<file path="config.mk">
export PLATFORM = sky130hd
export DESIGN_NAME = bmc_bus_matrix_config
export DESIGN_NICKNAME = d
export VERILOG_FILES = /design/src/hdl/bmc_pkg.sv /design/src/hdl/bmc_dec_if.sv /design/src/hdl/bmc_addr_decode.sv /design/src/hdl/bmc_bus_matrix_config.sv
export SDC_FILE = /design/constraint.sdc
export NUM_CORES = 1
export LEC_CHECK = 0
export BUFFER_PORTS_ARGS = -buffer_cell sky130_fd_sc_hd__buf_2
export CAP_MARGIN = 10
export CORE_UTILIZATION = 42
export CTS_CLUSTER_SIZE = 10
export DETAILED_ROUTE_END_ITERATION = 8
export GPL_ROUTABILITY_DRIVEN = 1
export MAX_ROUTING_LAYER = met4
export PLACE_DENSITY = 0.83
export SYNTH_ARGS = -nofsm -noshare
export SYNTH_HDL_FRONTEND = slang
export SYNTH_SLANG_ARGS = --single-unit
</file>
<file path="constraint.sdc">
create_clock -name clk -period 3.8 [get_ports clk]
set_clock_uncertainty 0.2 [all_clocks]
set_input_delay 0.19 -clock clk [delete_from_list [all_inputs] [get_ports clk]]
set_output_delay 0.19 -clock clk [all_outputs]
set_load 0.02 [all_outputs]
</file>
<file path="src/hdl/bmc_pkg.sv">
package bmc_pkg;

   localparam int INIT_N = 5;
   localparam int IDX_W = 3;

   // Initiator index order matches the error enable bit order
   localparam logic [2:0] IDX_FETCH = 3'h0;
   localparam logic [2:0] IDX_DATA = 3'h1;
   localparam logic [2:0] IDX_DMA = 3'h2;
   localparam logic [2:0] IDX_DEBUG = 3'h3;
   localparam logic [2:0] IDX_SHARED = 3'h4;

   localparam int REG_ADDR_W = 8;
   localparam logic [7:0] OFS_CONTROL = 8'h00;
   localparam logic [7:0] OFS_ERR_STATUS = 8'h04;
   localparam logic [7:0] OFS_ERR_MASK = 8'h08;
   localparam logic [7:0] OFS_ARB_STATE = 8'h0C;

   localparam int CON_ERR_EN_LSB = 16;
   localparam int CON_SHARED_ERR_BIT = 20;
   localparam int CON_DEBUG_ERR_BIT = 19;
   localparam int CON_DMA_ERR_BIT = 18;
   localparam int CON_DATA_ERR_BIT = 17;
   localparam int CON_FETCH_ERR_BIT = 16;
   localparam int CON_WAIT_BIT = 6;
   localparam int CON_ARB_LSB = 0;
   localparam logic [31:0] CON_WRITE_MASK = 32'h001F_0047;
   localparam logic [31:0] CON_RESET = 32'h001F_0041;
   localparam logic [4:0] STAT_RESET = 5'h00;
   localparam logic [4:0] MASK_RESET = 5'h00;

   // Memory map seen by every initiator
   localparam logic [31:0] RAM_BASE = 32'h0000_0000;
   localparam logic [31:0] RAM_SIZE = 32'h0001_0000;
   localparam logic [31:0] PROG_BASE = 32'h1000_0000;
   localparam logic [31:0] PROG_SIZE = 32'h0004_0000;
   localparam logic [31:0] PERIPH_BASE = 32'h2000_0000;
   localparam logic [31:0] PERIPH_SIZE = 32'h0010_0000;

   typedef enum logic [2:0] {
      ARB_MODE0 = 3'b000,
      ARB_MODE1 = 3'b001,
      ARB_MODE2 = 3'b010
   } bmc_arb_t;

   typedef enum logic [1:0] {
      ST_IDLE = 2'b00,
      ST_DECODE = 2'b01,
      ST_WAIT = 2'b10
   } bmc_state_t;

endpackage

</file>
<file path="src/hdl/bmc_dec_if.sv">
`timescale 1ns/1ps
`default_nettype none

interface bmc_dec_if;
   logic [31:0] addr;
   logic mapped;
   logic hitRam;

   modport requester(output addr, input mapped, input hitRam);
   modport decoder(input addr, output mapped, output hitRam);
endinterface

`default_nettype wire

</file>
<file path="src/hdl/bmc_addr_decode.sv">
`timescale 1ns/1ps
`default_nettype none

module bmc_addr_decode
   import bmc_pkg::*;
(
   bmc_dec_if.decoder dec
);

   function automatic logic inRegion(input logic [31:0] addr, input logic [31:0] base,
                                     input logic [31:0] size);
      inRegion = (addr >= base) && ((addr - base) < size);
   endfunction

   logic ramHit;
   logic progHit;
   logic periphHit;

   assign ramHit = inRegion(dec.addr, RAM_BASE, RAM_SIZE);
   assign progHit = inRegion(dec.addr, PROG_BASE, PROG_SIZE);
   assign periphHit = inRegion(dec.addr, PERIPH_BASE, PERIPH_SIZE);

   assign dec.hitRam = ramHit;
   assign dec.mapped = ramHit | progHit | periphHit;

endmodule

`default_nettype wire

</file>
<file path="src/hdl/bmc_bus_matrix_config.sv">
`timescale 1ns/1ps
`default_nettype none

module bmc_bus_matrix_config
   import bmc_pkg::*;
(
   input wire logic clk,
   input wire logic rstn,
   input wire logic [7:0] wbAdr,
   input wire logic [31:0] wbDatI,
   output logic [31:0] wbDatO,
   input wire logic [3:0] wbSel,
   input wire logic wbWe,
   input wire logic wbStb,
   input wire logic wbCyc,
   output logic wbAck,
   input wire logic [4:0] initReq,
   input wire logic [4:0][31:0] initAddr,
   input wire logic cpuDebugMode,
   output logic [4:0] initAck,
   output logic [4:0] initBusErr,
   output logic ramWaitState,
   output logic irq
);

   logic [31:0] control_q;
   logic [4:0] errStatus_q;
   logic [4:0] errMask_q;
   logic ack_q;
   logic [31:0] rdData_q;
   bmc_state_t state_q;
   bmc_state_t state_d;
   logic [2:0] owner_q;
   logic [31:0] ownerAddr_q;
   logic [2:0] rrPtr_q;
   logic [2:0] winner;
   logic anyReq;
   logic needWait;
   logic finish;
   logic raiseErr;
   logic [4:0] errEvent;
   logic busRead;
   logic busWrite;
   logic [31:0] wrMask;
   logic [31:0] readMux;
   logic [2:0] arbField;
   logic [4:0] errEnable;
   logic cpuOwner;
   logic take;
   logic [4:0] ownerOneHot;
   logic wrControl;
   logic wrStatus;
   logic wrMaskReg;
   logic [4:0] statusSet;
   logic [4:0] statusClr;
   logic irq_q;

   bmc_dec_if decBus();

   bmc_addr_decode u_decode (
      .dec(decBus)
   );

   assign decBus.addr = ownerAddr_q;

   // Arbitration helpers

   // Out-of-range owner codes give no strobe at all
   function automatic logic [4:0] ownerBit(input logic [2:0] idx);
      logic [4:0] v;
      v = 5'h00;
      if (idx < 3'(INIT_N)) begin
         v[idx] = 1'b1;
      end
      ownerBit = v;
   endfunction

   function automatic logic [2:0] nextIdx(input logic [2:0] idx);
      if (idx >= 3'(INIT_N - 1)) begin
         nextIdx = 3'h0;
      end else begin
         nextIdx = idx + 3'h1;
      end
   endfunction

   // Order tried for the k-th place under each mode
   function automatic logic [2:0] slotIdx(input logic [2:0] mode, input logic [2:0] ptr,
                                          input logic [2:0] k);
      logic [2:0] cand;
      logic [3:0] sum;
      cand = k;
      sum = 4'h0;
      unique case (mode)
         ARB_MODE0: begin
            cand = k;
         end
         ARB_MODE2: begin
            sum = {1'b0, ptr} + {1'b0, k};
            if (sum >= 4'(INIT_N)) begin
               sum = sum - 4'(INIT_N);
            end
            cand = sum[2:0];
         end
         default: begin
            // Reserved codes fall back to mode 1 rather than lock the matrix
            unique case (k)
               3'h0: cand = IDX_DEBUG;
               3'h1: cand = IDX_DMA;
               3'h2: cand = IDX_SHARED;
               3'h3: cand = IDX_DATA;
               default: cand = IDX_FETCH;
            endcase
         end
      endcase
      slotIdx = cand;
   endfunction

   function automatic logic [2:0] pickWinner(input logic [4:0] req, input logic [2:0] mode,
                                             input logic [2:0] ptr);
      logic [2:0] win;
      logic found;
      logic [2:0] cand;
      win = 3'h0;
      found = 1'b0;
      cand = 3'h0;
      for (int k = 0; k < INIT_N; k++) begin
         cand = slotIdx(mode, ptr, 3'(k));
         if (!found && req[cand]) begin
            win = cand;
            found = 1'b1;
         end
      end
      pickWinner = win;
   endfunction

   assign arbField = control_q[CON_ARB_LSB +: 3];
   assign anyReq = |initReq;
   assign winner = pickWinner(initReq, arbField, rrPtr_q);
   // Grant only from idle, one access in flight at a time
   assign take = (state_q == ST_IDLE) && anyReq;

   // Access sequencing

   assign cpuOwner = (owner_q == IDX_FETCH) || (owner_q == IDX_DATA);
   assign needWait = cpuOwner && decBus.hitRam && control_q[CON_WAIT_BIT];
   assign ramWaitState = control_q[CON_WAIT_BIT];

   always_comb begin
      state_d = state_q;
      finish = 1'b0;
      unique case (state_q)
         ST_IDLE: begin
            if (anyReq) begin
               state_d = ST_DECODE;
            end
         end
         ST_DECODE: begin
            if (needWait) begin
               state_d = ST_WAIT;
            end else begin
               state_d = ST_IDLE;
               finish = 1'b1;
            end
         end
         ST_WAIT: begin
            state_d = ST_IDLE;
            finish = 1'b1;
         end
         default: begin
            state_d = ST_IDLE;
         end
      endcase
   end

   always_ff @(posedge clk or negedge rstn) begin
      if (!rstn) begin
         state_q <= ST_IDLE;
      end else begin
         state_q <= state_d;
      end
   end

   always_ff @(posedge clk or negedge rstn) begin
      if (!rstn) begin
         owner_q <= 3'h0;
         ownerAddr_q <= 32'h0000_0000;
      end else if (take) begin
         owner_q <= winner;
         ownerAddr_q <= initAddr[winner];
      end
   end

   // Pointer moves only on a grant so an idle matrix keeps its fairness order
   always_ff @(posedge clk or negedge rstn) begin
      if (!rstn) begin
         rrPtr_q <= 3'h0;
      end else if (take) begin
         rrPtr_q <= nextIdx(winner);
      end
   end

   // Unmapped access reporting

   always_comb begin
      errEnable = control_q[CON_ERR_EN_LSB +: INIT_N];
      // CPU reporting is muted while the core is halted for debug
      if (cpuDebugMode) begin
         errEnable[IDX_DATA] = 1'b0;
         errEnable[IDX_FETCH] = 1'b0;
      end
   end

   assign ownerOneHot = ownerBit(owner_q);
   assign raiseErr = finish && !decBus.mapped && |(errEnable & ownerOneHot);

   always_comb begin
      initAck = 5'h00;
      errEvent = 5'h00;
      if (finish) begin
         initAck = ownerOneHot;
      end
      if (raiseErr) begin
         errEvent = ownerOneHot;
      end
   end

   assign initBusErr = errEvent;

   // Wishbone slave

   // Sel bits widen to byte lanes
   function automatic logic [31:0] byteMask(input logic [3:0] sel);
      logic [31:0] m;
      m = 32'h0000_0000;
      for (int b = 0; b < 4; b++) begin
         m[8 * b +: 8] = {8{sel[b]}};
      end
      byteMask = m;
   endfunction

   function automatic logic [31:0] mergeWrite(input logic [31:0] old, input logic [31:0] data,
                                              input logic [31:0] laneMask);
      mergeWrite = (old & ~laneMask) | (data & laneMask);
   endfunction

   // Set term applied last so an event outlives its own clear
   function automatic logic [4:0] stickyNext(input logic [4:0] cur, input logic [4:0] clrBits,
                                             input logic [4:0] setBits);
      stickyNext = (cur & ~clrBits) | setBits;
   endfunction

   // Narrow registers read back in the low bits
   function automatic logic [31:0] zeroExt5(input logic [4:0] v);
      zeroExt5 = {27'h0, v};
   endfunction

   // Write lands on the edge where the master sees ack
   assign busWrite = wbCyc && wbStb && wbWe && ack_q;
   assign busRead = wbCyc && wbStb && !wbWe && !ack_q;
   assign wbAck = ack_q;
   assign wrMask = byteMask(wbSel) & CON_WRITE_MASK;
   assign wrControl = busWrite && (wbAdr == OFS_CONTROL);
   assign wrStatus = busWrite && (wbAdr == OFS_ERR_STATUS) && wbSel[0];
   assign wrMaskReg = busWrite && (wbAdr == OFS_ERR_MASK) && wbSel[0];
   assign statusClr = wrStatus ? wbDatI[4:0] : 5'h00;
   assign statusSet = errEvent;

   always_ff @(posedge clk or negedge rstn) begin
      if (!rstn) begin
         ack_q <= 1'b0;
      end else begin
         ack_q <= wbCyc && wbStb && !ack_q;
      end
   end

   always_comb begin
      readMux = 32'h0000_0000;
      unique case (wbAdr)
         OFS_CONTROL: readMux = control_q & CON_WRITE_MASK;
         OFS_ERR_STATUS: readMux = zeroExt5(errStatus_q);
         OFS_ERR_MASK: readMux = zeroExt5(errMask_q);
         OFS_ARB_STATE: readMux = {24'h0, 1'b0, rrPtr_q, 1'b0, owner_q} | {state_q, 30'h0};
         default: readMux = 32'h0000_0000;
      endcase
   end

   always_ff @(posedge clk or negedge rstn) begin
      if (!rstn) begin
         rdData_q <= 32'h0000_0000;
      end else if (busRead) begin
         rdData_q <= readMux;
      end
   end

   assign wbDatO = rdData_q;

   always_ff @(posedge clk or negedge rstn) begin
      if (!rstn) begin
         control_q <= CON_RESET;
      end else if (wrControl) begin
         // Only implemented bits take the write
         control_q <= mergeWrite(control_q, wbDatI, wrMask);
      end
   end

   always_ff @(posedge clk or negedge rstn) begin
      if (!rstn) begin
         errMask_q <= MASK_RESET;
      end else if (wrMaskReg) begin
         errMask_q <= wbDatI[4:0];
      end
   end

   // New event wins over a write-one-to-clear in the same cycle
   always_ff @(posedge clk or negedge rstn) begin
      if (!rstn) begin
         errStatus_q <= STAT_RESET;
      end else begin
         errStatus_q <= stickyNext(errStatus_q, statusClr, statusSet);
      end
   end

   // Registered so a bus write cannot glitch the line
   always_ff @(posedge clk or negedge rstn) begin
      if (!rstn) begin
         irq_q <= 1'b0;
      end else begin
         irq_q <= |(errStatus_q & errMask_q);
      end
   end

   assign irq = irq_q;

endmodule

`default_nettype wire

</file>
# Word level (Yosys, flattened, before mapping)

Cells that the tools add are included.

Bitwise logic cells: 12
Equal/unequal tests: 8
Muxes and demuxes: 45
Add/sub/neg operators: 12
Shift operators: 0
Order comparisons: 21
Multipliers: 0
Reduce and logical (&&, ||, !) cells: 39
Div/mod/pow operators: 0

Operators with widths:

| kind                                                                     | number |
|---|---|
| 32-bit case mux with 4 select lines                                      | 1 |
| 32-bit binary-select mux with 3-bit select                               | 1 |
| 3-bit two-way mux                                                        | 11 |
| 32-bit by 21-bit AND with 32-bit output                                  | 1 |
| 32-bit AND                                                               | 1 |
| 32-bit by 1-bit >= comparator with 1-bit output (second input constant)  | 1 |
| 32-bit by 29-bit >= comparator with 1-bit output (second input constant) | 1 |
| 32-bit by 30-bit >= comparator with 1-bit output (second input constant) | 1 |
| 32-bit by 17-bit < comparator with 1-bit output (second input constant)  | 1 |
| 32-bit by 19-bit < comparator with 1-bit output (second input constant)  | 1 |
| 32-bit by 21-bit < comparator with 1-bit output (second input constant)  | 1 |
| 32-bit two-way mux                                                       | 1 |
| 21-bit inverter with 32-bit output                                       | 1 |
| 32-bit OR                                                                | 1 |
| 7-bit by 32-bit OR with 32-bit output                                    | 1 |
| 32-bit by 29-bit subtractor with 32-bit output (second input constant)   | 1 |
| 32-bit by 30-bit subtractor with 32-bit output (second input constant)   | 1 |
| 3-bit case mux with 2 select lines                                       | 5 |
| 3-bit by 4-bit < comparator with 1-bit output (second input constant)    | 7 |
| 1-bit logical AND                                                        | 24 |
| 5-bit two-way mux                                                        | 4 |
| 8-bit by 4-bit == test with 1-bit output (second input constant)         | 2 |
| 4-bit by 3-bit >= comparator with 1-bit output (second input constant)   | 4 |
| 5-bit AND                                                                | 3 |
| 29 further kinds                                                         | 61 |

Logic and storage cells: 147
Bits in registers: 116
ROM bits: 0
Memories: 0
Input port bits: 215
Latch bits: 0
RAM bits: 0

# Longest topological paths before layout

Depth after elaboration: 20
Mapped depth: 19

# Modules after synthesis

A second synthesis with hierarchy kept.

Cell total of the unflattened synthesis: 695
Area total of the unflattened synthesis: 6127.1 um^2

Modules (own cells, without submodules):

| module                | instances | sequential area each (um^2) | area an instance (um^2) | cells each |
|---|---|---|---|---|
| bmc_bus_matrix_config | 1         | 1885.6                      | 5960.7                  | 676 |
| bmc_addr_decode       | 1         | 0.0                         | 166.4                   | 19 |

# Worst setup path after synthesis

Ideal clock, no wire load.

Kind: flip-flop to flip-flop
Start: register rrPtr_q[0]
End: register rrPtr_q[2]
Setup slack: -0.034 ns
Cell stages (with the launch flop): 19
Clock period less this slack: 3.834 ns
Data arrival time: 3.501 ns
Path through: dfrtp_1 -> buf_4 -> inv_2 -> ha_1 -> inv_1 -> fa_1 -> or3b_1 -> nand3_1 -> a21oi_1 -> a221o_1 -> or2_1 -> a21o_1 -> a32o_1 -> buf_6 -> buf_6 -> ha_1 -> ha_1 -> nand2_1 -> o21ai_0

Longest elaborated chain between the ends: 20
Elaborated cells between the ends (all ways): 54
Classes of those cells: 10 x add/sub; 6 x order compare; 30 x mux; 8 x reduce/logical

RTL lines:

| element                                                                                         | line                                                     | RTL |
|---|---|---|
| start, declared                                                                                 | bmc_bus_matrix_config.sv:35                              | `logic [2:0] rrPtr_q;` |
| start signal, assigned                                                                          | bmc_bus_matrix_config.sv:198                             | `rrPtr_q <= nextIdx(winner);` |
| parallel branches: the longest is 17 deep, another holds 3-bit by 1-bit adder with 4-bit output | -                                                        |  |
| 3-bit two-way mux (*)                                                                           | bmc_bus_matrix_config.sv:128                             | `if (!found && req[cand]) begin` |
| net winner[0]                                                                                   | bmc_bus_matrix_config.sv:36                              | `logic [2:0] winner;` |
| 3-bit by 1-bit adder with 3-bit output or 3-bit >= comparator (tied branches)                   | bmc_bus_matrix_config.sv:82, bmc_bus_matrix_config.sv:79 |  |
| 3-bit two-way mux (*)                                                                           | bmc_bus_matrix_config.sv:79                              | `if (idx >= 3'(INIT_N - 1)) begin` |

Mark *: on every way through the listed nets, which the timed path passes. The select of a mux whose other input is x is not followed.
A chain may end at the register's enable or synchronous reset.

# Worst setup path after layout

Start: register rrPtr_q[0]
End: register rrPtr_q[2]

Longest elaborated chain between the ends: 20
Elaborated cells between the ends (all ways): 54
Classes of those cells: 10 x add/sub; 6 x order compare; 30 x mux; 8 x reduce/logical

RTL lines:

| element                                                                                         | line |
|---|---|
| parallel branches: the longest is 17 deep, another holds 3-bit by 1-bit adder with 4-bit output | - |
| 3-bit two-way mux (*)                                                                           | bmc_bus_matrix_config.sv:128 |
| 3-bit by 1-bit adder with 3-bit output or 3-bit >= comparator (tied branches)                   | bmc_bus_matrix_config.sv:82, bmc_bus_matrix_config.sv:79 |
| 3-bit two-way mux (*)                                                                           | bmc_bus_matrix_config.sv:79 |

Every way passes the cells marked *. The select of a mux whose other input is x is not followed.

==> results.cfg <==
[timing]
slew_headroom = 0.338
fmax_ghz = 0.269
fin_crit_ns = 3.72
rsz0062_at_grt = yes
setup_violations = 0
tightest_slew_ns = 0.985
min_period_over_period = 0.978
worst_slack_ns = 0.0848
drv_slew = 0
finalSetupTns_ns = 0
fin_hold_ws_ns = 0.0176
hold_viol_final = 0

[place]
placed_area_um2 = 5930
hpwl_mm = 10.5
place_ws_ns = 0.0162
gp_routability_congestion = 0.955
numPlacedInstances = 867
port_buffers = 138

[pwr]
ir_worst_vdd_mv = 0.226
leakage_nw = 3.43
power_mw = 2.90
powerDensity_nw_per_um2 = 431

[cells_and_area]
insertedDiodeCount = 0
final_cell_area_um2 = 6730
final_cell_mix = buf_2, nand2_1, dfrtp_1
fin_nets = 994
synthToLayoutAreaGrowth_pct = 32.5
final_common_cell = buf_2
layout.cells.non_filler = 911
drive_gt1_frac = 0.355
fin_util = 0.580

[grt]
grt_max_degree = 33
grt_first_pass_wirelength_mm = 23.2
antenna_found_initial = 0
grt_pass1_vias = 4913
gr-total-overflow = 0
gr-usage-all-layers = 0.235

[clock_network]
clock-sinks = 59
cts.htree.levels = 3
tritoncts = yes
clockBufferDepth = 2
clk_latency_ns = 0.33
root_buffer = clkbuf_16
cts_made_buffers = 9
path_clk_slew_ns = 0.05

[detailed_routing]
wl_mm = 15.1
via_count = 5125
routed_via_density = 5.63
drc = 8
wl_per_cell_um = 16.6
ant_nets = 0
drtIter0Drc = 498
first_pass_iters = 7

[yosys]
yosys_warnings = 0
ys_async_sr_fraction = 1.00
yosysUniqueCellTypes = 78
synth_edf_count = 0
syn_inst = 596
yosysSeqAreaShare = 0.292
ys.flop_type = dfrtp_1
synthesis.area_um2 = 5080
synth-seq-cells = 59
syn_avg_cell_area_um2 = 8.52

[die]
num_rows = 39
die_w_um = 112
fp.dieH_um = 112
design.core.area_um2 = 11600
die-area_um2 = 12500
ios = 260
floorplan.initialDensity = 0.437

[setup_path]
cp-end-kind = flop
critPathTopFamily = adder cells
start_kind = flop
critPathSlowestCell = fa_2
r2r-start = rrPtr_q[0]
cp_max_fo = 8
crit_start = rrPtr_q[0]
slowest_delay_ns = 0.46
path_cells = inv_2, ha_4, inv_2, fa_2, or3b_4, nand3_2, a21oi_2, a221o_1, or2_1, a21o_1, a32o_2, buf_6, ha_1, ha_1, nand2_1, o21ai_0
cp_data_arrival_time_ns = 3.72
cp.required_ns = 3.81
r2r_end = rrPtr_q[2]
cp.depth = 16
reg2reg_slack_ns = 0.08
path_buf_inv = 3
reg2reg_depth = 16
worstSetupPathType = reg2reg
endpoint = rrPtr_q[2]

[job]
max_cap_violations = 0

[outcome]
violations = design-rule violations
outcome = finished with violations

[worst_hold_path]
hold_class = in2reg
==> tightest hold or removal path, cell delays in order <==
cell	delay (ns)
buf_2	0.08
nand2_1	0.04
o21ai_0	0.13
a21o_1	0.08
==> synth_stat cells, drive strengths merged (4+ instances only) <==
master,n,area [um^2]
nand2,97,364
mux2i,53,543
dfrtp,52,1300
o21ai,48,244
buf,37,289
nor2,35,131
a21o,26,195
clkbuf,23,86.3
mux2,17,191
ha,15,188
a21oi,14,81.3
inv,14,52.6
nand3,13,65.1
nor3,9,45.0
nand2b,8,50.1
nor2b,8,50.1
a211oi,7,62.6
and3,7,43.8
dfstp,7,184
nor4,7,50.1
and2,6,37.5
nand3b,5,37.5
o31ai,5,37.5
a22oi,4,30.0
nor3b,4,35.0
o22ai,4,31.3
==> where the power goes <==
part	switching, mW	internal (mW)
combinational	0.656	0.573
sequential	0.108	0.736
clock	0.304	0.525
total	1.07	1.83
==> logic make-up (layout without fill, tap and decap cells) <==
group | after synthesis | in the layout | share of synthesized area
flip-flops | 59 | 59 | 0.292
buffers and inverters | 74 | 229 | 0.0843
multiplexers | 73 | 73 | 0.158
other | 1 | 18 | 0.000738
XOR/XNOR | 5 | 5 | 0.00862
adder cells (fa/ha/maj) | 16 | 16 | 0.0409
AND/OR/NAND/NOR | 219 | 219 | 0.210
AO/OA/AOI/OAI | 149 | 149 | 0.205
==> area by class of cell <==
class / count / area (um^2)
repair buffers: 199 / 1270
clock buffers: 10 / 239
fillers: 984 / 4880
clock inverters: 6 / 65.1
flip-flops and latches: 59 / 1490
multi-input cells: 480 / 3430
inverters: 14 / 52.6
well taps: 143 / 179
==> worst min-delay path by stage <==
stage,depth (start not counted),slack (ns),end,from
CTS,4,0.02,decBus.addr[16],initAddr[144]
finish,4,0.02,decBus.addr[16],initAddr[144]
global placement,1,0.03,wbDatO[5],rstn
global route,4,0.04,decBus.addr[19],initAddr[147]
detailed placement,1,0.04,wbDatO[30],rstn
floorplan,0,-0.31,asynchronous set/reset pin,rstn
==> layer usage <==
| metal | vias up | GRT usage | share of wire |
|---|---|---|---|
| li1 | 2443 | - | - |
| met1 | 2431 | 0.289 | 0.41 |
| met2 | 227 | 0.397 | 0.51 |
| met3 | 24 | 0.0397 | 0.063 |
| met4 | 0 | 0.0684 | 0.016 |
| met5 | - | - | 0 |
==> what timing repair did <==
action | in CTS | in global routing
endpoints found under the hold margin | 41 | 0
endpoints found under the setup margin | 1 | 19
resized for setup | 1 | 50
gates cloned | 0 | 3
pin swaps | 0 | 18
setup buffers | 0 | 11
hold buffers | 14 | 0
Note: power is estimated with default switching activity, not from simulation.
